<file path="src/cfs_pkg.sv">
package cfs_pkg;
	// Clock rate and derived cycle counts
	localparam int unsigned CLK_HZ = 50_000_000;
	localparam int unsigned CLK_NS = 20;
	// Switching frequency in Hz
	localparam int unsigned SW_FREQ_HZ = 65_000;
	localparam int unsigned SW_PERIOD_CYC = CLK_HZ / SW_FREQ_HZ;
	// Maximum duty: drive forced off for the last part of each period
	localparam int unsigned MAX_ON_CYC = (SW_PERIOD_CYC * 8) / 10;
	// Blanking after turn-off, in ns (least time, round up)
	localparam int unsigned BLANK_NS = 1000;
	localparam int unsigned BLANK_CYC = (BLANK_NS + CLK_NS - 1) / CLK_NS;
	// Least high time of a protection event, in ns
	localparam int unsigned VALID_NS = 600;
	localparam int unsigned VALID_CYC = (VALID_NS + CLK_NS - 1) / CLK_NS;
	// Consecutive events before confirmation
	localparam logic [2:0] EVENT_COUNT = 3'h4;
	// Supply over-voltage delay, in us
	localparam int unsigned OVP_US = 20;
	localparam int unsigned OVP_CYC = (OVP_US * 1000 + CLK_NS - 1) / CLK_NS;
	// Short-circuit timer, nominal in ms
	localparam int unsigned FAULT_MS = 115;
	localparam int unsigned FAULT_CYC = FAULT_MS * (CLK_HZ / 1000);
	// Soft-start, in us (4.1 ms)
	localparam int unsigned SS_US = 4100;
	localparam int unsigned SS_CYC = SS_US * (CLK_HZ / 1_000_000);
	localparam int unsigned CNT_W = 24;

	typedef enum logic [2:0] {
		CFS_OFF,
		CFS_SOFT,
		CFS_RUN,
		CFS_WAIT_LOW,
		CFS_WAIT_OV
	} cfs_state_t;

	// Analog comparator outputs grouped together
	typedef struct packed {
		logic prot_hi;
		logic peak_trip;
		logic peak_max;
		logic skip_low;
		logic supply_ov;
	} cfs_cmp_t;
endpackage

</file>
<file path="src/cfs_sequencer.sv">
`timescale 1ns/10ps
`default_nettype none
module cfs_sequencer
	import cfs_pkg::*;
#(
	parameter int unsigned FAULT_CYCLES = FAULT_CYC,
	parameter int unsigned SS_CYCLES = SS_CYC
) (
	input wire logic CLK_I,
	input wire logic NRST_I,
	input wire cfs_cmp_t CMP_I,
	input wire logic SUPPLY_OK_I,
	input wire logic SUPPLY_MIN_I,
	output logic GATE_DRIVE_O,
	output logic SOFT_START_O,
	output logic SKIP_O,
	output logic ERROR_FLAG_O,
	output logic AUTO_RECOVERY_O
);
	cfs_state_t state_r, state_nxt;
	logic [CNT_W-1:0] per_r, per_nxt;
	logic [CNT_W-1:0] blank_r, blank_nxt;
	logic [CNT_W-1:0] hi_r, hi_nxt;
	logic [CNT_W-1:0] ovp_r, ovp_nxt;
	logic [CNT_W-1:0] flt_r, flt_nxt;
	logic [CNT_W-1:0] ss_r, ss_nxt;
	logic [2:0] evt_cnt_r, evt_cnt_nxt;
	logic evt_seen_r, evt_seen_nxt;
	logic drv_r, drv_nxt;
	logic skip_r, skip_nxt;
	logic err_r, err_nxt;
	logic ar_r, ar_nxt;
	logic cycle_end, running, prot_confirm, ovp_valid, flt_expire;

	assign cycle_end = (per_r == CNT_W'(SW_PERIOD_CYC - 1));
	assign running = (state_r == CFS_SOFT) || (state_r == CFS_RUN);
	assign prot_confirm = cycle_end && (evt_cnt_nxt >= EVENT_COUNT);
	assign ovp_valid = CMP_I.supply_ov && (ovp_r >= CNT_W'(OVP_CYC - 1));
	assign flt_expire = err_r && CMP_I.peak_max && (flt_r >= CNT_W'(FAULT_CYCLES - 1));

	// Protection input qualification and oscillator/driver
	always_comb begin
		per_nxt = cycle_end ? '0 : per_r + CNT_W'(1);
		drv_nxt = drv_r;
		skip_nxt = skip_r;
		if (!running) begin
			drv_nxt = 1'b0;
		end else if (per_r == '0) begin
			skip_nxt = CMP_I.skip_low;
			drv_nxt = !CMP_I.skip_low;
		end else if (CMP_I.peak_trip || per_r >= CNT_W'(MAX_ON_CYC)) begin
			drv_nxt = 1'b0;
		end
		// Blanking restarts at each drive falling edge
		if (drv_r && !drv_nxt) begin
			blank_nxt = CNT_W'(BLANK_CYC);
		end else if (blank_r != '0) begin
			blank_nxt = blank_r - CNT_W'(1);
		end else begin
			blank_nxt = blank_r;
		end
		// High-time counter only outside blanking
		if (blank_r != '0 || !CMP_I.prot_hi) begin
			hi_nxt = '0;
		end else if (hi_r < CNT_W'(VALID_CYC)) begin
			hi_nxt = hi_r + CNT_W'(1);
		end else begin
			hi_nxt = hi_r;
		end
		evt_seen_nxt = cycle_end ? 1'b0 : (evt_seen_r || hi_r >= CNT_W'(VALID_CYC - 1)
			&& hi_nxt != '0);
		evt_cnt_nxt = evt_cnt_r;
		if (cycle_end) begin
			if (evt_seen_r) begin
				evt_cnt_nxt = (evt_cnt_r < EVENT_COUNT) ? evt_cnt_r + 3'h1 : evt_cnt_r;
			end else begin
				evt_cnt_nxt = 3'h0;
			end
		end
		if (!running) begin
			evt_cnt_nxt = 3'h0;
			evt_seen_nxt = 1'b0;
		end
	end

	// Fault timer, over-voltage timer, mode sequencing
	always_comb begin
		state_nxt = state_r;
		err_nxt = running && CMP_I.peak_max;
		flt_nxt = (running && CMP_I.peak_max) ? flt_r + CNT_W'(1) : '0;
		ovp_nxt = (running && CMP_I.supply_ov) ? ((ovp_r < CNT_W'(OVP_CYC)) ?
			ovp_r + CNT_W'(1) : ovp_r) : '0;
		ss_nxt = ss_r;
		ar_nxt = ar_r;
		unique case (state_r)
			CFS_OFF: begin
				if (SUPPLY_OK_I) begin
					state_nxt = CFS_SOFT;
					ss_nxt = '0;
					ar_nxt = 1'b0;
				end
			end
			CFS_SOFT, CFS_RUN: begin
				if (state_r == CFS_SOFT) begin
					ss_nxt = ss_r + CNT_W'(1);
					if (ss_r >= CNT_W'(SS_CYCLES - 1)) begin
						state_nxt = CFS_RUN;
					end
				end
				if (SUPPLY_MIN_I) begin
					state_nxt = CFS_OFF;
				end else if (flt_expire || prot_confirm) begin
					state_nxt = CFS_WAIT_LOW;
					ar_nxt = 1'b1;
				end else if (ovp_valid) begin
					state_nxt = CFS_WAIT_OV;
					ar_nxt = 1'b1;
				end
			end
			CFS_WAIT_LOW: begin
				if (SUPPLY_MIN_I) begin
					state_nxt = CFS_OFF;
				end
			end
			CFS_WAIT_OV: begin
				if (!CMP_I.supply_ov) begin
					state_nxt = CFS_SOFT;
					ss_nxt = '0;
					ar_nxt = 1'b0;
				end
			end
			default: state_nxt = CFS_OFF;
		endcase
	end

	// State registers
	always_ff @(posedge CLK_I or negedge NRST_I) begin
		if (!NRST_I) begin
			state_r <= CFS_OFF;
			per_r <= '0;
			blank_r <= '0;
			hi_r <= '0;
			ovp_r <= '0;
			flt_r <= '0;
			ss_r <= '0;
			evt_cnt_r <= 3'h0;
			evt_seen_r <= 1'b0;
			drv_r <= 1'b0;
			skip_r <= 1'b0;
			err_r <= 1'b0;
			ar_r <= 1'b0;
		end else begin
			state_r <= state_nxt;
			per_r <= per_nxt;
			blank_r <= blank_nxt;
			hi_r <= hi_nxt;
			ovp_r <= ovp_nxt;
			flt_r <= flt_nxt;
			ss_r <= ss_nxt;
			evt_cnt_r <= evt_cnt_nxt;
			evt_seen_r <= evt_seen_nxt;
			drv_r <= drv_nxt;
			skip_r <= skip_nxt;
			err_r <= err_nxt;
			ar_r <= ar_nxt;
		end
	end

	assign GATE_DRIVE_O = drv_r;
	assign SOFT_START_O = (state_r == CFS_SOFT);
	assign SKIP_O = skip_r;
	assign ERROR_FLAG_O = err_r;
	assign AUTO_RECOVERY_O = ar_r;

	// Checks
	property p_blank;
		@(posedge CLK_I) disable iff (!NRST_I)
		$fell(drv_r) |=> (hi_r == '0) [*8];
	endproperty
	a_blank: assert property (p_blank) else $error("event counted inside blanking");
	property p_valid;
		@(posedge CLK_I) disable iff (!NRST_I)
		(evt_seen_nxt && !evt_seen_r && !cycle_end) |-> hi_r >= CNT_W'(VALID_CYC - 1);
	endproperty
	a_valid: assert property (p_valid) else $error("short pulse validated");
	property p_count;
		@(posedge CLK_I) disable iff (!NRST_I)
		(running && prot_confirm) |-> evt_cnt_r >= 3'h3 && evt_seen_r;
	endproperty
	a_count: assert property (p_count) else $error("confirmed before four events");
	property p_err;
		@(posedge CLK_I) disable iff (!NRST_I)
		(running && CMP_I.peak_max) |=> err_r;
	endproperty
	a_err: assert property (p_err) else $error("error flag missing");
	property p_timer;
		@(posedge CLK_I) disable iff (!NRST_I)
		($rose(ar_r) && state_r == CFS_WAIT_LOW && !$past(prot_confirm))
			|-> $past(flt_r) >= CNT_W'(FAULT_CYCLES - 1);
	endproperty
	a_timer: assert property (p_timer) else $error("fault timer early");
	property p_ovp;
		@(posedge CLK_I) disable iff (!NRST_I)
		(state_r == CFS_WAIT_OV && $changed(state_r)) |-> $past(ovp_r) >= CNT_W'(OVP_CYC - 1);
	endproperty
	a_ovp: assert property (p_ovp) else $error("overvoltage validated early");
	property p_skip;
		@(posedge CLK_I) disable iff (!NRST_I)
		(running && per_r == '0 && CMP_I.skip_low) |=> !drv_r && skip_r;
	endproperty
	a_skip: assert property (p_skip) else $error("pulse during skip");
	property p_ss;
		@(posedge CLK_I) disable iff (!NRST_I)
		(state_r == CFS_RUN && $changed(state_r)) |-> $past(state_r) == CFS_SOFT;
	endproperty
	a_ss: assert property (p_ss) else $error("run without soft-start");
	property p_trip;
		@(posedge CLK_I) disable iff (!NRST_I)
		(drv_r && per_r != '0 && CMP_I.peak_trip) |=> !drv_r;
	endproperty
	a_trip: assert property (p_trip) else $error("pulse not ended by trip");
	property p_off;
		@(posedge CLK_I) disable iff (!NRST_I)
		(state_r == CFS_WAIT_LOW) |-> !drv_r || $past(running);
	endproperty
	a_off: assert property (p_off) else $error("drive during fault");
	property p_ssend;
		@(posedge CLK_I) disable iff (!NRST_I)
		(state_r == CFS_SOFT && ss_r < CNT_W'(SS_CYCLES - 1) && !SUPPLY_MIN_I && !flt_expire
			&& !prot_confirm && !ovp_valid) |=> state_r == CFS_SOFT;
	endproperty
	a_ssend: assert property (p_ssend) else $error("soft-start cut short");
	property p_clr;
		@(posedge CLK_I) disable iff (!NRST_I)
		(cycle_end && !evt_seen_r) |=> evt_cnt_r == 3'h0;
	endproperty
	a_clr: assert property (p_clr) else $error("event counter not cleared");
endmodule
`default_nettype wire

</file>
<file path="config.mk">
export PLATFORM = sky130hd
export DESIGN_NAME = cfs_sequencer
export DESIGN_NICKNAME = d
export VERILOG_FILES = /design/src/cfs_pkg.sv /design/src/cfs_sequencer.sv
export SDC_FILE = /design/constraint.sdc
export NUM_CORES = 1
export LEC_CHECK = 0
export ABC_AREA = 1
export BUFFER_PORTS_ARGS = -buffer_cell sky130_fd_sc_hd__buf_4
export CAP_MARGIN = 10
export CORE_MARGIN = 2
export CORE_UTILIZATION = 34
export DETAILED_ROUTE_END_ITERATION = 7
export PLACE_DENSITY_LB_ADDON = 0.25
export REMOVE_ABC_BUFFERS = 1
export SLEW_MARGIN = 15
export SYNTH_ARGS = -nofsm -noshare
export SYNTH_HDL_FRONTEND = slang
export SYNTH_SLANG_ARGS = --single-unit
export TNS_END_PERCENT = 5
</file>
<file path="constraint.sdc">
create_clock -name CLK_I -period 1.75 [get_ports CLK_I]
set_input_delay 0.4375 -clock CLK_I [delete_from_list [all_inputs] [get_ports CLK_I]]
set_output_delay 0.4375 -clock CLK_I [all_outputs]
set_load 0.005 [all_outputs]
</file>
== After elaboration in Yosys (flattened, before gate mapping) ==
Cells that the tools add are included.

* $add $sub $neg: 7
* Order comparisons: 9
* Equality and inequality tests: 14
* Mux-type cells: 36
* Reductions and logical operators: 27

{| class="wikitable"
|+ Operators with widths
! cell !! count
|-
| 2-to-1 mux 24 bit || 11
|-
| adder 24 x 1 -> 24 bit (second input constant) || 5
|-
| case mux 24 bit (3 select lines) || 1
|-
| >= comparator 24 x 10 -> 1 bit (second input constant) || 2
|-
| nonzero test 24 bit || 2
|-
| 2-to-1 mux 3 bit || 12
|-
| equality test 24 x 10 -> 1 bit (second input constant) || 1
|-
| >= comparator 24 x 18 -> 1 bit (second input constant) || 1
|-
| >= comparator 24 x 23 -> 1 bit (second input constant) || 1
|-
| >= comparator 24 x 5 -> 1 bit (second input constant) || 1
|-
| zero test 24 bit || 1
|-
| less-than comparator 24 x 10 -> 1 bit (second input constant) || 1
|-
| less-than comparator 24 x 5 -> 1 bit (second input constant) || 1
|-
| subtractor 24 x 1 -> 24 bit (second input constant) || 1
|-
| case mux 3 bit (4 select lines) || 1
|-
| 2-to-1 mux 1 bit || 10
|-
| inequality test 2 bit (second input constant) || 5
|-
| inequality test 5 bit (second input constant) || 2
|-
| AND reduction 5 bit || 2
|-
| logical AND 1 bit || 8
|-
| equality test 3 x 2 -> 1 bit (second input constant) || 2
|-
| logical OR 1 bit || 5
|-
| AND reduction 4 bit || 1
|-
| adder 3 x 1 -> 3 bit (second input constant) || 1
|-
| other kinds (13) || 15
|}

* Register bits after elaboration: 155
* Input port bits: 9
* Output and inout port bits: 5
* Logic and storage cells: 106

== Logic depth before layout (Yosys ltp) ==
Gate-level depths: netlist (run 1).

* Depth after elaboration: 11
* Depth in mapped cells: 14
* Depth with buffers taken out: 14

== Worst setup path before layout (run 1) ==
OpenSTA, ideal clock, no wires.

* Path type: register -> register
* Start point: reg flt_r[0]
* End point: reg flt_r[22]
* Data arrival time: 1.681 ns
* Data required time: 1.632 ns
* Path slack: -0.049 ns
* Cell stages (with the launch flop): 13
* Cells stage by stage: dfrtp_1 -> ha_1 -> nand3_2 -> nor2_1 -> nand2_1 -> nor2_1 -> nand4_1 -> nor2_2 -> nand2_1 -> nor3b_2 -> nand2_1 -> nand2_1 -> nor2_1

* Longest elaborated chain between the ends: 2

{| class="wikitable"
|+ RTL lines
! what !! line !! text
|-
| from (decl) || cfs_sequencer.sv:25 || <nowiki>logic [CNT_W-1:0] flt_r, flt_nxt;</nowiki>
|-
| from (signal assigned) || cfs_sequencer.sv:158 || <nowiki>flt_r <= flt_nxt;</nowiki>
|-
| adder 24 x 1 -> 24 bit || cfs_sequencer.sv:90 || <nowiki>flt_nxt = (running && CMP_I.peak_max) ? flt_r + CNT_W'(1) : '0;</nowiki>
|-
| 2-to-1 mux 24 bit || cfs_sequencer.sv:90 ||
|-
| via flt_nxt[22] || cfs_sequencer.sv:25 ||
|}

The timed path passes the listed nets, and every way through them passes these cells.
A chain may end at the register's enable or synchronous reset.

== Worst setup path after layout (run 1) ==
* Start point: reg per_r[1]
* End point: reg per_r[22]

* Longest elaborated chain between the ends: 2

{| class="wikitable"
|+ RTL lines
! what !! line !! text
|-
| from (decl) || cfs_sequencer.sv:21 || <nowiki>logic [CNT_W-1:0] per_r, per_nxt;</nowiki>
|-
| from (signal assigned) || cfs_sequencer.sv:154 || <nowiki>per_r <= per_nxt;</nowiki>
|-
| adder 24 x 1 -> 24 bit / equality test 24 x 10 -> 1 bit (equally long branches) || cfs_sequencer.sv:43, cfs_sequencer.sv:35 ||
|-
| 2-to-1 mux 24 bit (*) || cfs_sequencer.sv:43 || <nowiki>per_nxt = cycle_end ? '0 : per_r + CNT_W'(1);</nowiki>
|-
| via per_nxt[22] || cfs_sequencer.sv:21 ||
|}

Mark *: on every way through the listed nets, which the timed path passes. The rest lies on a longest branch.

==> run summary, run 1 <==
Routed WL -> 19100 µm
Io pins -> 14
Vias per inst -> 4.51
Leakage -> 5.59 nW
Compound-Gate Fraction of Synth Area -> 7.23%
R2R Path Start -> per_r[1]
Critical Path AT -> 2250 ps
Residual DRC count -> 0
Final setup fails -> 22
ANT nets after route -> 0
Seq cells post-synth -> 155
Max Cap Violations -> 0
CP endpoint kind -> flip-flop
Clk buf depth -> 2
Total GRT Usage -> 15.5%
Syn Area/Cell -> 7.76 µm²
Finished Cell Area -> 11200 µm²
Antenna diode count -> 0
Critical Path Source -> per_r[1]
DIE AREA -> 26100 µm²
Worst-case reg-to-reg path depth -> 13
Hold WS -> 347 ps
Die height -> 161 µm
Post-synthesis simple-gate area fraction -> 31.6%
Metal3 WL -> 372 µm
Worst-Skew Late Latency -> 430 ps
IO Port Bufs -> 13
H-tree depth -> 4
Multiplexer area fraction after synthesis -> 0%
Worst-path clk slew -> 70 ps
Failing checks -> negative setup slack
Gpl congestion -> 0.839
Drt wl/cell -> 11.7 µm
Number of global-route vias before repair -> 7296
DPL Wire Length -> 13900 µm
Initial Util -> 34.7%
Num Clock Sinks -> 155
Pin count of the biggest net entering global routing -> 40
GR Overflow Total -> 0
Iter 0 DRT Violations -> 385
WL met1 -> 9230 µm
Sequential fraction of the synthesis area -> 46.0%
TritonCTS clock tree -> yes
Num CTS Buffers -> 17
Area growth syn-to-layout -> 33.2%
Top Layer Used -> met4
First-pass GRT wire length -> 33400 µm
Post-Route Utilization -> 46.1%
Final worst slack -> -179 ps
Met2 WL -> 9260 µm
DP Area -> 10100 µm²
Pins over their slew limit -> 0
Drt pass-1 iters -> 5
Crit path max fanout -> 3
Synth unique cells -> 50
Die X -> 161 µm
Post-Synthesis Cells -> 1086
Final Hold Viols -> 0
Tightest Hold Check Type -> in -> reg
Skew final -> 11.7 ps
CP Class -> reg -> reg
XOR/XNOR Fraction of Synth Area -> 4.16%
Worst EP required -> 2070 ps
RSZ-0062 raised after global routing -> yes
Share of layout cells above drive strength 1 -> 26.6%
PwrDens -> 947 nW/µm²
Worst-margin pin slew -> 365 ps
Maximum clock rate -> 518 MHz
Post-Synth Adder-Cell Area -> 1.63%
Rows -> 57
Worst setup SP type -> flip-flop
Nets -> 1311
Outcome -> finished with violations
Final Critical Period -> 1930 ps
Vias -> 7350
Crit share post-route -> 110%
FILL cells -> 2347
WHS Path Cells -> 4
Yosys warns -> 0
Hold Startpoint -> SUPPLY_MIN_I
Root buf cell -> clkbuf_16
Largest family of logic cells by synthesized area -> simple AND/OR/NAND/NOR gates
Core footprint -> 24300 µm²
Maximum vdd drop -> 0.522 mV
Cell Area, Synth -> 8430 µm²
Initial antenna violation count -> 0
Slew headroom -> 75.4%
==> worst paths after layout <==
path                          endpoint  slack (ps)
max in group asynchronous     ovp_r[2]         750
min reg2reg                  ovp_r[16]         490
max reg2reg                  per_r[22]        -180
min in group asynchronous  blank_r[22]         440
max                          per_r[22]        -180
min                         state_r[2]         350
==> cells in the final DEF, fill, tap and decap left out, types with 5 or more instances in the layout <==
master / count
nor4_1: 5
a21oi_1: 37
inv_2: 8
ha_1: 7
inv_6: 6
nand2_1: 173
and3_1: 5
nand3_4: 8
nand3_1: 52
xnor2_1: 16
nand3b_1: 7
o21ai_0: 21
nor2_2: 29
xor2_1: 24
nor2_4: 16
nor2_1: 170
inv_1: 185
buf_6: 5
clkbuf_16: 17
nand3_2: 9
o21a_1: 7
nand2_4: 5
o21ai_2: 7
nand4_1: 30
nor3_1: 30
dfrtp_1: 154
buf_4: 187
nand2_2: 17
==> synthesized netlist by cell type (all sizes together) <==
| cell | n | area, µm² |
|---|---|---|
| a2111oi | 1 | 8.76 |
| a211o | 1 | 8.76 |
| a211oi | 3 | 22.5 |
| a21boi | 1 | 7.51 |
| a21o | 1 | 7.51 |
| a21oi | 38 | 190 |
| a221oi | 3 | 26.3 |
| a22o | 2 | 17.5 |
| a22oi | 1 | 7.51 |
| a31o | 2 | 17.5 |
| a31oi | 4 | 25.0 |
| and3 | 5 | 31.3 |
| buf | 5 | 40.0 |
| clkbuf | 5 | 18.8 |
| clkinv | 1 | 3.75 |
| dfrtp | 155 | 3880 |
| ha | 11 | 138 |
| inv | 194 | 728 |
| nand2 | 195 | 764 |
| nand3 | 69 | 418 |
| nand3b | 7 | 52.6 |
| nand4 | 30 | 188 |
| nor2 | 215 | 877 |
| nor3 | 36 | 211 |
| nor3b | 3 | 27.5 |
| nor4 | 7 | 58.8 |
| o211ai | 4 | 30.0 |
| o21a | 7 | 52.6 |
| o21ai | 31 | 155 |
| o21bai | 1 | 7.51 |
| o22a | 1 | 8.76 |
| o31ai | 1 | 7.51 |
| o32ai | 1 | 8.76 |
| or2 | 5 | 31.3 |
| xnor2 | 16 | 140 |
| xor2 | 24 | 210 |
==> stage by stage <==
step,std cells,power [mW],worst slack (ps),setup TNS (ps)
6_report,1628,10.6,-179,-1570
4_1_cts,1615,10.6,-152,-2640
3_5_place_dp,1577,6.72,-273,-4850
3_3_place_gp,1577,6.70,-174,-2960
5_1_grt,1628,11.3,-280,-13320
2_1_floorplan,1076,5.47,-289,-2480
==> routing by layer <==
metal	vias up	track usage (%)
met2	66	26.3
met1	3417	20.2
met4	0	4.71
li1	3844	-
met3	23	2.88
met5	-	0
==> power breakdown <==
part           switching (mW)  internal, mW
clock                    1.63          2.14
combinational            1.42          1.29
sequential              0.253          3.90
==> worst max-delay path, cell delays in order (launching register included) <==
cell     delay [ps]
dfrtp_1         390
ha_2            220
nand2_4          70
nor2_4          120
nand3_4         100
nor2_4          140
nand2_4          70
nor2_4          140
nand3_4          90
nor2_4          130
nand2_2          60
nor3_2          120
xnor2_1         130
inv_1            50
==> final cells by class <==
class	instances	area (µm²)	area share (%)
multi-input cells	726	4090	36.4
flip-flops and latches	155	3880	34.6
repair buffers	196	1530	13.6
inverters	195	734	6.54
clock buffers	18	429	3.82
well taps	324	405	3.61
clock inverters	14	159	1.42
==> kinds of logic (layout without fill, tap and decap cells) <==
group,count (synthesis),in the layout
buffers and inverters,205,423
flip-flops,155,155
adder cells (fa/ha/maj),11,11
AO/OA/AOI/OAI,103,103
XOR/XNOR,40,40
AND/OR/NAND/NOR,572,572
==> flip-flops by register name, indices dropped and copies added (netlist names), 3 cells and up <==
register   count
ss_r          24
ovp_r         24
per_r         24
state_r        3
blank_r       24
flt_r         24
hi_r          24
evt_cnt_r      3
==> repair_timing <==
action | 4_1_cts | 5_1_grt
hold buffers | 1 | 0
gates cloned | 0 | 0
buffers inserted | 5 | 13
pin swaps | 12 | 46
gates resized for setup | 24 | 85
setup endpoints to repair | 71 | 109
endpoints found under the hold margin | 20 | 0
Note: power is estimated with default switching activity, not from simulation.
==> run 2: changes to the inputs <==
- CORE_UTILIZATION: 34 -> 40
==> run 2 against run 1 <==
The flow still finishes with violations (negative setup slack). Fmax up 1.4%. Worst setup slack better by 26 ps. Utilization up 7.8 points. Critical path type unchanged. Critical endpoint is now flt_r[22].
==> run summary, run 2 (synthesis gave the netlist of run 1 again) <==
Most frequent cells in the layout -> inv_1 (181), nand2_1 (177), buf_4 (177) (was buf_4 (187), inv_1 (185), nand2_1 (173))
Initial Util -> 40.5% (was 34.7%)
Initial antenna violation count -> 0 (unchanged)
DIE AREA -> 22200 µm² (was 26100 µm²)
Max Cap Violations -> 0 (unchanged)
Die X -> 149 µm (was 161 µm)
Final Critical Period -> 1900 ps (was 1930 ps)
Root buf cell -> clkbuf_16 (unchanged)
Slew headroom -> 74.4% (was 75.4%)
CP Class -> reg -> reg (unchanged)
Most common library cell in the layout ignoring fill and taps -> inv_1 (was buf_4)
Pins over their slew limit -> 0 (unchanged)
Final worst slack -> -153 ps (was -179 ps)
H-tree depth -> 4 (unchanged)
RSZ-0062 raised after global routing -> yes (unchanged)
Antenna diode count -> 0 (unchanged)
Pin count of the biggest net entering global routing -> 38 (was 40)
Routed WL -> 18900 µm (was 19100 µm)
Drt pass-1 iters -> 4 (was 5)
Final Hold Viols -> 0 (unchanged)
Worst-Skew Late Latency -> 420 ps (was 430 ps)
Area growth syn-to-layout -> 33.2% (unchanged)
Buf+Inv Stages, Crit Path -> 0 (was 1)
Kind of cell adding the most delay to the critical path -> simple AND/OR/NAND/NOR gates (unchanged)
PwrDens -> 924 nW/µm² (was 947 nW/µm²)
Residual DRC count -> 0 (unchanged)
Drt wl/cell -> 12.0 µm (was 11.7 µm)
Gpl congestion -> 0.834 (was 0.839)
Highest cell delay on the worst timing path -> 390 ps (about the same)
Worst setup SP type -> flip-flop (unchanged)
Rows -> 53 (was 57)
CP Cell Sequence -> ha_4 > nand3_4 > nor2_4 > nand2_2 > nor2_4 > nand4_1 > nor2_2 > nand2_2 > nor3b_4 > nand2_1 > nand2_1 > nor2_1 (was ha_2 > nand2_4 > nor2_4 > nand3_4 > nor2_4 > nand2_4 > nor2_4 > nand3_4 > nor2_4 > nand2_2 > nor3_2 > xnor2_1 > inv_1)
Failing checks -> negative setup slack (unchanged)
Maximum clock rate -> 525 MHz (was 518 MHz)
Worst-path clk slew -> 70 ps (about the same)
Vias -> 7489 (was 7350)
Total GRT Usage -> 17.8% (was 15.5%)
Final setup fails -> 22 (unchanged)
Share of layout cells above drive strength 1 -> 27.4% (was 26.6%)
Io pins -> 14 (unchanged)
GR Overflow Total -> 0 (unchanged)
Critical Path AT -> 2210 ps (was 2250 ps)
Skew final -> 11.7 ps (about the same)
Crit path max fanout -> 3 (unchanged)
Power, Total -> 10.4 mW (was 10.6 mW)
Num Clock Sinks -> 155 (unchanged)
Worst-margin pin slew -> 374 ps (was 365 ps)
CP endpoint kind -> flip-flop (unchanged)
Iter 0 DRT Violations -> 467 (was 385)
Num CTS Buffers -> 17 (unchanged)
Nets -> 1305 (was 1311)
Worst EP required -> 2060 ps (was 2070 ps)
Outcome -> finished with violations (unchanged)
Number of global-route vias before repair -> 7270 (was 7296)
Clk buf depth -> 2 (unchanged)
Vias per inst -> 4.76 (was 4.51)
TritonCTS clock tree -> yes (unchanged)
DPL Wire Length -> 13500 µm (was 13900 µm)
IO Port Bufs -> 13 (unchanged)
Leakage -> 5.60 nW (was 5.59 nW)
Post-Route Utilization -> 53.9% (was 46.1%)
ANT nets after route -> 0 (unchanged)
Maximum vdd drop -> 0.638 mV (was 0.522 mV)
First-pass GRT wire length -> 32500 µm (was 33400 µm)
Core footprint -> 20800 µm² (was 24300 µm²)
Crit share post-route -> 109% (was 110%)
Placed cell count -> 1532 (was 1577)
Die height -> 149 µm (was 161 µm)
Slowest CP cell -> dfrtp_1 (unchanged)
Fin cells -> 1573 (was 1628)
Tightest Hold Check Type -> in -> reg (unchanged)
-- run 2: final timing paths --
kind                              start         end  slack (ps)  cells after the start
setup reg to reg               flt_r[1]   flt_r[22]        -150                     12
hold reg to reg               ovp_r[11]   ovp_r[11]         490                      2
min in group asynchronous        NRST_I     ss_r[7]         480                      2
setup / recovery               flt_r[1]   flt_r[22]        -150                     12
hold / removal             SUPPLY_MIN_I  state_r[0]         330                      4
max in group asynchronous        NRST_I     hi_r[8]         740                      3
-- run 2: worst reg2reg max path: cells and delay by family (launching register included) --
kind | cells | cell delay (ps)
fa+ha+maj | 1 | 170
flops | 1 | 390
simple gates | 11 | 1210
-- run 2: timing repair --
action / CTS / global route
hold buffers: 1 / 0
hold endpoints to repair: 27 / 0
buffers inserted: 4 / 4
gates resized for setup: 37 / 96
setup endpoints to repair: 69 / 102
pin swaps: 12 / 20
-- run 2: layout make-up --
type | count | area, µm²
Fill cell | 1914 | 9600
Multi-Input combinational cell | 726 | 4140
Sequential cell | 155 | 3880
Timing Repair Buffer | 190 | 1540
Inverter | 195 | 743
Clock buffer | 23 | 488
Tap cell | 275 | 344
Clock inverter | 9 | 87.6
-- run 2: per-stage QoR --
| step | hold WS, ps | TNS, ps | cell area [µm²] | setup WS, ps |
|---|---|---|---|---|
| floorplan | 142 | -2480 | 8370 | -289 |
| detailed placement | 356 | -5860 | 10100 | -182 |
| finish | 334 | -1060 | 11200 | -153 |
| global route | 340 | -9610 | 11200 | -284 |
| global placement | 351 | -4090 | 10100 | -137 |
| CTS | 335 | -2580 | 10900 | -167 |
-- run 2: metal layers --
layer	vias up	routed length [µm]	track usage (%)	part of all wire [%]
met5	-	0	0	0
met4	0	171	4.10	0.91
met3	14	392	3.33	2.1
met2	64	9190	30.4	49
met1	3569	9140	23.6	48
li1	3842	-	-	-
-- run 2: power breakdown --
part	internal [mW]	switching, mW	total (mW)
sequential	3.90	0.250	4.15
clock	2.11	1.48	3.59
combinational	1.26	1.38	2.63
total	7.27	3.10	10.4
